## src/adc_ctrl_consts.vh

```
// constants for the serial converter control block
`ifndef ADC_CTRL_CONSTS_VH
`define ADC_CTRL_CONSTS_VH

// multiplexer variants, by number of single-ended inputs
`define VARIANT_1CH      4'h1
`define VARIANT_2CH      4'h2
`define VARIANT_4CH      4'h4
`define VARIANT_8CH      4'h8

// address bits that follow the start bit, per variant
`define ADDR_BITS_2CH    3'h2
`define ADDR_BITS_4CH    3'h3
`define ADDR_BITS_8CH    3'h4

// position of each address bit in arrival order
`define ADDR_POS_SGL     3'h0
`define ADDR_POS_ODD     3'h1
`define ADDR_POS_SEL1    3'h2
`define ADDR_POS_SEL0    3'h3

// result word
`define RESULT_ZERO      8'h00
`define SAR_MSB_TRIAL    8'h80
`define BIT_IDX_MSB      3'h7
`define BIT_IDX_LSB      3'h0
`define BIT_IDX_FIRST_LSB_OUT 3'h1

`endif

```

## src/mux_addr_decode.v

```verilog
// multiplexer address decoder: positive and negative terminal selection
`timescale 1ns/1ns
`include "adc_ctrl_consts.vh"

module mux_addr_decode
#(
   parameter [3:0] CHANNELS = `VARIANT_8CH
)
(
   // address fields
   input  wire       single_or_differential_sel,
   input  wire       odd_sign,
   input  wire       select_one,
   input  wire       select_zero,
   // terminal assignment
   output reg  [2:0] pos_chan,
   output reg  [2:0] neg_chan,
   output reg        neg_common
);

   always @*
   begin
      pos_chan   = 3'h0;
      neg_chan   = 3'h1;
      neg_common = 1'b0;
      if (CHANNELS == `VARIANT_8CH)
      begin
         pos_chan = {select_one, select_zero, odd_sign};
         neg_chan = {select_one, select_zero, ~odd_sign};
      end
      else if (CHANNELS == `VARIANT_4CH)
      begin
         pos_chan = {1'b0, select_one, odd_sign};
         neg_chan = {1'b0, select_one, ~odd_sign};
      end
      else if (CHANNELS == `VARIANT_2CH)
      begin
         pos_chan = {2'h0, odd_sign};
         neg_chan = {2'h0, ~odd_sign};
      end
      // single-ended: the common input is the negative terminal
      if (CHANNELS != `VARIANT_1CH && single_or_differential_sel)
      begin
         neg_chan   = 3'h0;
         neg_common = 1'b1;
      end
   end

endmodule

```

## src/serial_adc_mux_addressing.v

```verilog
// serial 8-bit converter control: address reception, conversion sequence, serial output
`timescale 1ns/1ns
`include "adc_ctrl_consts.vh"

// Summary of operation
// - a conversion takes eight converter clock periods after addressing ends
// - negative input at or above positive input gives an all-zero result
// - msb-first output bits are live comparator decisions, taken after a settling delay; lsb-first bits are read back from the register
// - four-channel: bit after odd/sign loads select one; select zero forced one
// - two-channel: bit after mode loads odd/sign; select zero 0, select one 1
// - converted value is always positive terminal minus negative terminal
// - input configuration is fixed from the address before conversion starts
// - differential pairs are adjacent channels; sign picks the positive member
// - address arrives serially on data-in; single-pair variant takes none
// - eight-channel single-ended or pseudo-differential uses common as negative
// - eight-channel single-ended channel is 4*sel1 + 2*sel0 + odd/sign
// - data-in sampled on rising clock edges; first one is the start bit
// - half-period settle after address, data-in ignored, leading zero driven
// - result bits leave on falling clock edges, most significant first
// - chip select high clears all state except the terminal selection; new conversion needs a new address
module serial_adc_mux_addressing
#(
   parameter [3:0] CHANNELS = `VARIANT_8CH
)
(
   // clock and reset
   input  wire       clk,
   input  wire       rst,
   // serial link pins
   input  wire       cs_n,
   input  wire       conv_clk,
   input  wire       serial_in_line,
   output reg        data_out,
   output reg        data_out_en,
   // analog front end
   input  wire       comparator_high,
   input  wire       neg_not_below_pos,
   output reg  [7:0] approximation_register,
   output reg  [2:0] pos_chan,
   output reg  [2:0] neg_chan,
   output reg        neg_common,
   // status
   output reg        conv_busy
);

   localparam [2:0] ST_WAIT_START = 3'h0;
   localparam [2:0] ST_ADDRESS    = 3'h1;
   localparam [2:0] ST_SETTLE     = 3'h2;
   localparam [2:0] ST_CONVERT    = 3'h3;
   localparam [2:0] ST_LSB_OUT    = 3'h4;
   localparam [2:0] ST_DONE       = 3'h5;

   ////////////////////////////////////////////////////////////////////////////
   // pin synchronisers; the third clock stage is only for edge finding

   reg       cs_s1_reg, cs_s2_reg;
   reg       ck_s1_reg, ck_s2_reg, ck_s3_reg;
   reg       di_s1_reg, di_s2_reg;
   reg       cmp_s1_reg, cmp_s2_reg;
   reg       ng_s1_reg, ng_s2_reg;

   always @(posedge clk or posedge rst)
   begin
      if (rst)
      begin
         cs_s1_reg  <= 1'b1;
         cs_s2_reg  <= 1'b1;
         ck_s1_reg  <= 1'b0;
         ck_s2_reg  <= 1'b0;
         ck_s3_reg  <= 1'b0;
         di_s1_reg  <= 1'b0;
         di_s2_reg  <= 1'b0;
         cmp_s1_reg <= 1'b0;
         cmp_s2_reg <= 1'b0;
         ng_s1_reg  <= 1'b0;
         ng_s2_reg  <= 1'b0;
      end
      else
      begin
         cs_s1_reg  <= cs_n;
         cs_s2_reg  <= cs_s1_reg;
         ck_s1_reg  <= conv_clk;
         ck_s2_reg  <= ck_s1_reg;
         ck_s3_reg  <= ck_s2_reg;
         di_s1_reg  <= serial_in_line;
         di_s2_reg  <= di_s1_reg;
         cmp_s1_reg <= comparator_high;
         cmp_s2_reg <= cmp_s1_reg;
         ng_s1_reg  <= neg_not_below_pos;
         ng_s2_reg  <= ng_s1_reg;
      end
   end

   wire ck_rise = ck_s2_reg & ~ck_s3_reg;
   wire ck_fall = ~ck_s2_reg & ck_s3_reg;

   ////////////////////////////////////////////////////////////////////////////
   // address fields and decode

   reg  [2:0] state_reg;
   reg  [2:0] cnt_reg;
   reg        sgl_reg, odd_reg, sel1_reg, sel0_reg;
   wire [2:0] dec_pos, dec_neg;
   wire       dec_common;

   wire [2:0] addr_bits = (CHANNELS == `VARIANT_8CH) ? `ADDR_BITS_8CH :
                          (CHANNELS == `VARIANT_4CH) ? `ADDR_BITS_4CH : `ADDR_BITS_2CH;
   wire       last_addr = (cnt_reg == addr_bits - 3'h1);

   mux_addr_decode #(.CHANNELS(CHANNELS)) u_decode
   (
      .single_or_differential_sel (sgl_reg),
      .odd_sign                   (odd_reg),
      .select_one                 (sel1_reg),
      .select_zero                (sel0_reg),
      .pos_chan                   (dec_pos),
      .neg_chan                   (dec_neg),
      .neg_common                 (dec_common)
   );

   // a decision is forced low when the inputs are reversed, so the word ends at zero
   wire decision = cmp_s2_reg & ~ng_s2_reg;

   ////////////////////////////////////////////////////////////////////////////
   // sequencer

   always @(posedge clk or posedge rst)
   begin
      if (rst)
      begin
         state_reg              <= ST_WAIT_START;
         cnt_reg                <= 3'h0;
         sgl_reg                <= 1'b0;
         odd_reg                <= 1'b0;
         sel1_reg               <= 1'b0;
         sel0_reg               <= 1'b0;
         approximation_register <= `RESULT_ZERO;
         pos_chan               <= 3'h0;
         neg_chan               <= 3'h0;
         neg_common             <= 1'b0;
         data_out               <= 1'b0;
         data_out_en            <= 1'b0;
         conv_busy              <= 1'b0;
      end
      else if (cs_s2_reg)
      begin
         // chip select high wipes everything except the terminal selection and releases data-out
         state_reg              <= ST_WAIT_START;
         cnt_reg                <= 3'h0;
         sgl_reg                <= 1'b0;
         odd_reg                <= 1'b0;
         sel1_reg               <= 1'b0;
         sel0_reg               <= 1'b0;
         approximation_register <= `RESULT_ZERO;
         data_out               <= 1'b0;
         data_out_en            <= 1'b0;
         conv_busy              <= 1'b0;
      end
      else
      begin
         case (state_reg)
            ST_WAIT_START:
            begin
               if (CHANNELS == `VARIANT_1CH)
               begin
                  // fixed pair, no address: settle starts on the first rising edge
                  if (ck_rise)
                     state_reg <= ST_SETTLE;
               end
               else if (ck_rise && di_s2_reg)
               begin
                  state_reg <= ST_ADDRESS;
                  cnt_reg   <= 3'h0;
                  sel1_reg  <= (CHANNELS == `VARIANT_2CH);
                  sel0_reg  <= (CHANNELS == `VARIANT_4CH);
               end
            end
            ST_ADDRESS:
            begin
               if (ck_rise)
               begin
                  case (cnt_reg)
                     `ADDR_POS_SGL:  sgl_reg  <= di_s2_reg;
                     `ADDR_POS_ODD:  odd_reg  <= di_s2_reg;
                     `ADDR_POS_SEL1: sel1_reg <= di_s2_reg;
                     `ADDR_POS_SEL0: sel0_reg <= di_s2_reg;
                     default:        sgl_reg  <= sgl_reg;
                  endcase
                  cnt_reg <= cnt_reg + 3'h1;
                  if (last_addr)
                     state_reg <= ST_SETTLE;
               end
            end
            ST_SETTLE:
            begin
               // half a period of settling, then the leading zero; data-in no longer read
               if (ck_fall)
               begin
                  pos_chan               <= dec_pos;
                  neg_chan               <= dec_neg;
                  neg_common             <= dec_common;
                  data_out               <= 1'b0;
                  data_out_en            <= 1'b1;
                  conv_busy              <= 1'b1;
                  approximation_register <= `SAR_MSB_TRIAL;
                  cnt_reg                <= `BIT_IDX_MSB;
                  state_reg              <= ST_CONVERT;
               end
            end
            ST_CONVERT:
            begin
               // trial bit was set a full period ago, which covers comparator response
               if (ck_fall)
               begin
                  approximation_register[cnt_reg] <= decision;
                  if (cnt_reg != `BIT_IDX_LSB)
                     approximation_register[cnt_reg - 3'h1] <= 1'b1;
                  data_out <= decision;
                  cnt_reg  <= cnt_reg - 3'h1;
                  if (cnt_reg == `BIT_IDX_LSB)
                  begin
                     cnt_reg   <= `BIT_IDX_FIRST_LSB_OUT;
                     state_reg <= (CHANNELS == `VARIANT_1CH) ? ST_DONE : ST_LSB_OUT;
                  end
               end
            end
            ST_LSB_OUT:
            begin
               if (ck_rise)
                  conv_busy <= 1'b0;
               if (ck_fall)
               begin
                  // the lsb was the last msb-first bit, so it is not sent twice
                  data_out <= approximation_register[cnt_reg];
                  cnt_reg  <= cnt_reg + 3'h1;
                  if (cnt_reg == `BIT_IDX_MSB)
                     state_reg <= ST_DONE;
               end
            end
            ST_DONE:
            begin
               if (ck_rise)
                  conv_busy <= 1'b0;
               if (ck_fall)
                  data_out <= 1'b0;
            end
            default:
            begin
               state_reg <= ST_WAIT_START;
            end
         endcase
      end
   end

endmodule

```

## config.mk

```make
export PLATFORM = sky130hd
export DESIGN_NAME = serial_adc_mux_addressing
export DESIGN_NICKNAME = d
export VERILOG_FILES = /design/src/mux_addr_decode.v /design/src/serial_adc_mux_addressing.v
export VERILOG_INCLUDE_DIRS = /design/src /design/src/src
export SDC_FILE = /design/constraint.sdc
export NUM_CORES = 1
export LEC_CHECK = 0
export BUFFER_PORTS_ARGS = -buffer_cell sky130_fd_sc_hd__buf_2
export CAP_MARGIN = 20
export CORE_MARGIN = 5
export CORE_UTILIZATION = 45
export DETAILED_ROUTE_END_ITERATION = 10
export PLACE_DENSITY_LB_ADDON = 0.25
export SYNTH_ARGS = -nofsm -noshare
export SYNTH_HDL_FRONTEND = slang
export SYNTH_SLANG_ARGS = --single-unit
export TNS_END_PERCENT = 30
```

## constraint.sdc

```tcl
create_clock -name clk -period 2.4 [get_ports clk]
set_clock_uncertainty 0.2 [all_clocks]
set_input_delay 0.48 -clock clk [delete_from_list [all_inputs] [get_ports clk]]
set_output_delay 0.48 -clock clk [all_outputs]
set_load 0.1 [all_outputs]
```

==> flow_metrics.py, run 1 <==
metrics = {
    "run_status": {
        "status": "finished clean",
    },
    "routing": {
        "wl_per_cell_um": 15.4,
        "wirelength_um": 4920,
        "via_per_inst": 5.69,
        "drt_iter0_markers": 208,
        "vias": 1821,
        "remaining_drc_errors": 0,
        "firstDrtPassIters": 4,
        "antenna_left": 0,
    },
    "sta": {
        "setup_viol": 0,
        "fin_crit_ns": 2.25,
        "hold_viol": 0,
        "worst_slew_margin_rel": 0.635,
        "final.setup.tns_ns": 0,
        "max_freq_mhz": 444,
        "tightest_slew_ns": 0.548,
        "grt_setup_unrepaired": "false",
        "hold_ws_ns": 0.0797,
        "finalCritPeriodShare": 0.938,
        "report.final.slew_viol_count": 0,
    },
    "synthesis": {
        "synth-async-reset-ratio": 1.00,
        "ys_ff_latch": 39,
        "synth_warnings": 0,
        "syn-cell-area_mm2": 0.00222,
        "synth.distinct_cells": 59,
        "synth_edf_count": 0,
        "mappedNetlistNets": 237,
        "netlist.area_leader.share": 0.417,
        "synth.avg_cell_area_um2": 9.91,
        "yosysTopAreaCell": "dfrtp_1",
        "synth-main-ff-cell": "dfrtp_1",
        "syn_inst": 224,
        "synthTopCellsByArea": "dfrtp_1 (42%), mux2_2 (5.1%), a21oi_1 (4.5%), o21ai_0 (4.5%), ha_1 (3.4%)",
        "yosysSeqAreaShare": 0.441,
    },
    "floorplan": {
        "initial_core_util": 0.467,
        "dieHeight_um": 80.3,
        "core_area_mm2": 0.00475,
        "die_w_um": 80.3,
        "dieArea_mm2": 0.00644,
        "ios": 25,
        "rows": 25,
    },
    "pwr": {
        "power_density_mw_per_mm2": 552,
        "power.leakage_uw": 0.00115,
        "max-vdd-ir-drop_v": 0.000291,
    },
    "worst_setup_path": {
        "worstPathRequired_ns": 2.40,
        "cp-start-kind": "flip-flop",
        "worstSetupPathType": "flip-flop to flip-flop",
        "arrival_ns": 2.25,
        "reg2regPathDepth": 6,
        "crit_fanout": 6,
        "cp-end-kind": "flip-flop",
    },
    "placed_design": {
        "dpl.hpwl_um": 3350,
        "port_buffers": 24,
        "gp_congestion": 0.844,
    },
    "cells_and_area": {
        "top_register": "approximation_register",
        "largest_reg_flops": 8,
        "diodes": 0,
        "drive_above_1_share": 0.265,
        "areaGrowthSynthToFinish_pct": 15.6,
        "layout_common_cells": "dfrtp_1 (37), buf_2 (24), o21ai_0 (20), a21oi_1 (20), nand2_1 (12)",
        "mostFrequentLayoutCell": "dfrtp_1",
        "finalCoreUtilization": 0.540,
        "fin_nets": 265,
    },
    "clock_network": {
        "post_cts_buffers": 0,
        "ctsResizeCount": 0,
        "htreeDepth": 2,
        "clkLatencyLatePin_ns": 0.29,
        "root_buffer": "clkbuf_8",
        "numCtsBuffers": 5,
        "cts_hold_buf": 0,
        "cts.clk_slew.worst_paths_ns": 0.08,
        "cts_buffer_depth": 2,
        "clkSinkCount": 39,
        "cts_tree": "yes",
    },
    "global_route": {
        "grt_pass1_vias": 1712,
        "grt_start_max_net_pins": 40,
        "grt_pass1_wl_um": 8330,
        "antenna_found_initial": 0,
        "overflow": 0,
        "grt_usage": 0.165,
    },
    "job": {
        "drv_cap": 0,
    },
    "min_path": {
        "hold_class": "input port to flip-flop",
        "whs_path_depth": 1,
    },
}
metrics by stage:
| stage | std cells | setup WS [ns] | total power [µW] | instance area [µm²] |
|---|---|---|---|---|
| floorplan | 224 | 0.147 | 753 | 2220 |
| CTS | 320 | 0.178 | 1430 | 2570 |
| global placement | 312 | 0.243 | 782 | 2430 |
| global route | 320 | 0.0382 | 1470 | 2570 |
| detailed placement | 312 | 0.206 | 782 | 2430 |
| finish | 320 | 0.150 | 1420 | 2570 |
worst paths after layout:
path / to / from / slack (ns)
setup / recovery: state_reg[0]$_DFFE_PP0P_ / cnt_reg[1]$_DFFE_PP0P_ / 0.15
hold / removal: cs_s1_reg$_DFF_PP1_ / cs_n / 0.08
min in group asynchronous: di_s1_reg$_DFF_PP0_ / rst / 0.09
hold reg to reg: cmp_s2_reg$_DFF_PP0_ / cmp_s1_reg$_DFF_PP0_ / 0.15
setup reg to reg: state_reg[0]$_DFFE_PP0P_ / cnt_reg[1]$_DFFE_PP0P_ / 0.15
max in group asynchronous: cs_s2_reg$_DFF_PP1_ / rst / 1.55
cell usage after synthesis (all sizes together) (2+ instances only):
master / count
nor2b: 7
dfrtp: 37
a21oi: 20
a221oi: 4
or3b: 2
a21o: 2
a211oi: 2
dfstp: 2
a2111oi: 3
nand2b: 6
nand3: 5
buf: 7
inv: 9
o21ai: 20
or3: 2
mux2i: 5
and3: 2
nor4b: 3
mux2: 10
and2b: 2
o211ai: 2
ha: 6
a31oi: 6
nand2: 12
nor3: 6
nor2: 11
nand4: 2
clkbuf: 7
power breakdown:
| part | total, µW | internal (µW) | switching [µW] |
|---|---|---|---|
| logic | 90.2 | 31.2 | 58.9 |
| registers | 679 | 669 | 10.3 |
| clock network | 647 | 416 | 231 |
| total | 1420 | 1120 | 300 |
routing by layer:
layer | up-vias | track usage | share of wire
met5 | - | 0 | 0
met3 | 6 | 0.0314 | 0.042
met4 | 0 | 0.0507 | 0.012
met1 | 899 | 0.236 | 0.48
li1 | 873 | - | -
met2 | 43 | 0.252 | 0.47
logic make-up after synthesis:
| kind of cell | Yosys count | synth area share |
|---|---|---|
| compound gates | 72 | 0.208 |
| simple gates | 65 | 0.175 |
| flops | 39 | 0.441 |
| buf+inv | 24 | 0.0496 |
| mux | 16 | 0.0834 |
| fa+ha+maj | 7 | 0.0389 |
| xor+xnor | 1 | 0.00394 |
layout make-up:
cell class / instances / area (µm²)
multi-input combinational: 161 / 1130
clock inverter: 2 / 60.1
inverter: 10 / 37.5
tap: 67 / 83.8
clock buffer: 6 / 72.6
sequential: 39 / 978
fill: 452 / 2190
timing repair buffer: 35 / 203
worst max-delay path, stage by stage (launching register included):
cell      delay [ns]
dfrtp_1         0.38
inv_1           0.16
ha_1            0.23
nor2b_1         0.44
o21ai_0         0.19
a211o_1         0.30
a221oi_2        0.26
(Power assumes the default switching activity.)
==> run 2, diff against run 1 <==
--- a/config.mk
+++ b/config.mk
@@ -6,6 +6,7 @@
 export SDC_FILE = /design/constraint.sdc
 export NUM_CORES = 1
 export LEC_CHECK = 0
+export ABC_AREA = 1
 export BUFFER_PORTS_ARGS = -buffer_cell sky130_fd_sc_hd__buf_2
 export CAP_MARGIN = 20
 export CORE_MARGIN = 5
==> run 2 against run 1 <==
Net effect:
- critical path depth rose by 1
- flip-flop and latch count did not move
- register-to-register slack improved by 0.28 ns
- cell area fell by 0.29%
- final cell count rose by 23%
- sequential power rose by 32%
- setup slack improved by 0.28 ns
- fmax rose by 14%
- via count rose by 6.8%
- non-clock buffer count fell by 9
- critical path type unchanged
==> flow_metrics.py, run 2 <==
metrics = {
    "clock_network": {
        "cts_tree": "yes",
        "cts.clk_slew.worst_paths_ns": 0.08,
        "ctsResizeCount": 0,
        "post_cts_buffers": 0,
        "cts_buffer_depth": 2,
        "root_buffer": "clkbuf_8",
        "numCtsBuffers": 5,
        "htreeDepth": 2,
        "clkLatencyLatePin_ns": 0.29,
        "clkSinkCount": 39,
        "cts_hold_buf": 0,
    },
    "global_route": {
        "grt_pass1_wl_um": 8720,
        "antenna_found_initial": 0,
        "grt_start_max_net_pins": 40,
        "overflow": 0,
        "grt_usage": 0.171,
        "grt_pass1_vias": 1897,
    },
    "routing": {
        "firstDrtPassIters": 4,
        "wl_per_cell_um": 12.2,
        "wirelength_um": 4800,
        "via_per_inst": 4.95,
        "remaining_drc_errors": 0,
        "drt_iter0_markers": 168,
        "antenna_left": 0,
        "vias": 1944,
    },
    "sta": {
        "worst_slew_margin_rel": 0.664,
        "hold_viol": 0,
        "setup_ws_ns": 0.427,
        "grt_setup_unrepaired": "false",
        "finalCritPeriodShare": 0.822,
        "setup_viol": 0,
        "fin_crit_ns": 1.97,
        "final.setup.tns_ns": 0,
        "tightest_slew_ns": 0.502,
        "report.final.slew_viol_count": 0,
        "max_freq_mhz": 507,
    },
    "synthesis": {
        "yosysTopAreaCell": "dfrtp_1",
        "mappedNetlistNets": 311,
        "syn_inst": 298,
        "synth.avg_cell_area_um2": 7.63,
        "yosys.area_share.simple": 0.354,
        "synthMuxAreaShare": 0,
        "post-synth-top-count-cell": "nand2_1",
        "synth_compound_area_frac": 0.0925,
        "synthAdderAreaFrac": 0.0330,
        "yosysSeqAreaShare": 0.430,
        "yosys-top-cells-count": "nand2_1 (93), dfrtp_1 (37), inv_1 (26)",
        "synth-async-reset-ratio": 1.00,
        "synth.distinct_cells": 29,
        "synthTopCellsByArea": "dfrtp_1 (41%), nand2_1 (15%), nand3_1 (5.5%), inv_1 (4.3%), o21ai_0 (4.0%)",
        "ys_ff_latch": 39,
        "synth_xor_area_frac": 0.00771,
        "synth_warnings": 0,
        "netlist.area_leader.share": 0.407,
        "synth_edf_count": 0,
        "synth_top_family_by_area": "simple AND/OR/NAND/NOR gates",
        "synth-main-ff-cell": "dfrtp_1",
        "syn-cell-area_mm2": 0.00227,
    },
    "cells_and_area": {
        "areaGrowthSynthToFinish_pct": 12.6,
        "mostFrequentLayoutCell": "nand2_1",
        "layout_common_cells": "nand2_1 (93), dfrtp_1 (37), inv_1 (26)",
        "instances_no_fill": 393,
        "drive_above_1_share": 0.215,
        "fin_nets": 338,
        "top_register": "approximation_register",
        "largest_reg_flops": 8,
        "post-route-cell-area_mm2": 0.00256,
        "diodes": 0,
    },
    "worst_setup_path": {
        "startpoint": "cnt_reg[1]$_DFFE_PP0P_",
        "worstSetupPathType": "flip-flop to flip-flop",
        "arrival_ns": 2.00,
        "reg2reg_setup_slack_ns": 0.43,
        "crit_fanout": 11,
        "regToRegStartpoint": "cnt_reg[1]$_DFFE_PP0P_",
        "cp-end-kind": "flip-flop",
        "worstPathRequired_ns": 2.43,
        "reg2regPathDepth": 7,
        "crit_path_end": "approximation_register[6]$_DFFE_PP0P_",
        "cp-start-kind": "flip-flop",
        "r2r-end": "approximation_register[6]$_DFFE_PP0P_",
    },
    "min_path": {
        "hold_class": "input port to flip-flop",
    },
    "pwr": {
        "power.leakage_uw": 0.00138,
        "power_density_mw_per_mm2": 1130,
        "total_power_uw": 2880,
        "max-vdd-ir-drop_v": 0.000534,
    },
    "placed_design": {
        "post-place-ws_ns": 0.451,
        "gp_congestion": 0.925,
        "dpl.hpwl_um": 3550,
        "port_buffers": 24,
        "dpl_cell_area_mm2": 0.00245,
        "placedCellCount": 385,
    },
    "floorplan": {
        "ios": 25,
        "rows": 25,
        "dieArea_mm2": 0.00657,
        "die_w_um": 81.1,
        "core_area_mm2": 0.00482,
        "dieHeight_um": 81.1,
        "initial_core_util": 0.472,
    },
    "run_status": {
        "status": "finished clean",
    },
    "job": {
        "drv_cap": 0,
    },
}
run 2: cell types whose count changed after synthesis, moves of 7 or more:
cell,change
nand2_1,+81
inv_2,+10
o21ai_1,+11
clkbuf_1,-7
nand3_1,+21
mux2_2,-10
nor2_4,+7
nor2b_1,-7
inv_1,+17
a21oi_1,-15
nor2_1,+14
run 2: layout make-up:
type	instances	area, µm²
inverter	37	141
clock inverter	3	43.8
sequential	39	978
timing repair buffer	26	135
multi-input combinational	216	1110
tap	67	83.8
clock buffer	5	68.8
fill	482	2260
run 2: worst min path at each step:
stage	endpoint	slack, ns	cells after the start	from
floorplan	ck_s2_reg$_DFF_PP0_	0.13	0	ck_s1_reg$_DFF_PP0_
global placement	ng_s2_reg$_DFF_PP0_	0.13	0	ng_s1_reg$_DFF_PP0_
detailed placement	di_s2_reg$_DFF_PP0_	0.14	0	di_s1_reg$_DFF_PP0_
CTS	cs_s1_reg$_DFF_PP1_	0.07	1	cs_n
global route	cs_s1_reg$_DFF_PP1_	0.06	1	cs_n
finish	cs_s1_reg$_DFF_PP1_	0.08	1	cs_n
run 2: cell families (layout without fill, tap and decap cells):
| group | Yosys count | count (layout) |
|---|---|---|
| compound gates | 38 | 38 |
| xor+xnor | 2 | 2 |
| fa+ha+maj | 6 | 6 |
| buf+inv | 43 | 71 |
| flops | 39 | 39 |
| simple gates | 170 | 170 |
run 2: power breakdown:
group | internal (µW) | switching [µW]
Clock | 310 | 245
Sequential | 762 | 133
Combinational | 388 | 1040
run 2: critical path: stages, from the launching register on:
cell and delay [ns]:
dfrtp_1 0.55, inv_1 0.16, ha_1 0.22, xor2_1 0.33, inv_1 0.08, nor2_1 0.14, a21oi_1 0.10, o21ai_1 0.14
run 2: per-layer routing:
layer | routed length (µm) | global-route usage
met1 | 2190 | 0.231
met2 | 2200 | 0.268
met3 | 317 | 0.0421
met4 | 82 | 0.0591
met5 | 0 | 0
run 2: per-stage QoR:
| stage | hold slack (ns) | utilization |
|---|---|---|
| global route | 0.0607 | 0.531 |
| detailed placement | 0.137 | 0.508 |
| CTS | 0.0663 | 0.531 |
| finish | 0.0754 | 0.531 |
| global placement | 0.132 | 0.508 |
| floorplan | 0.131 | - |
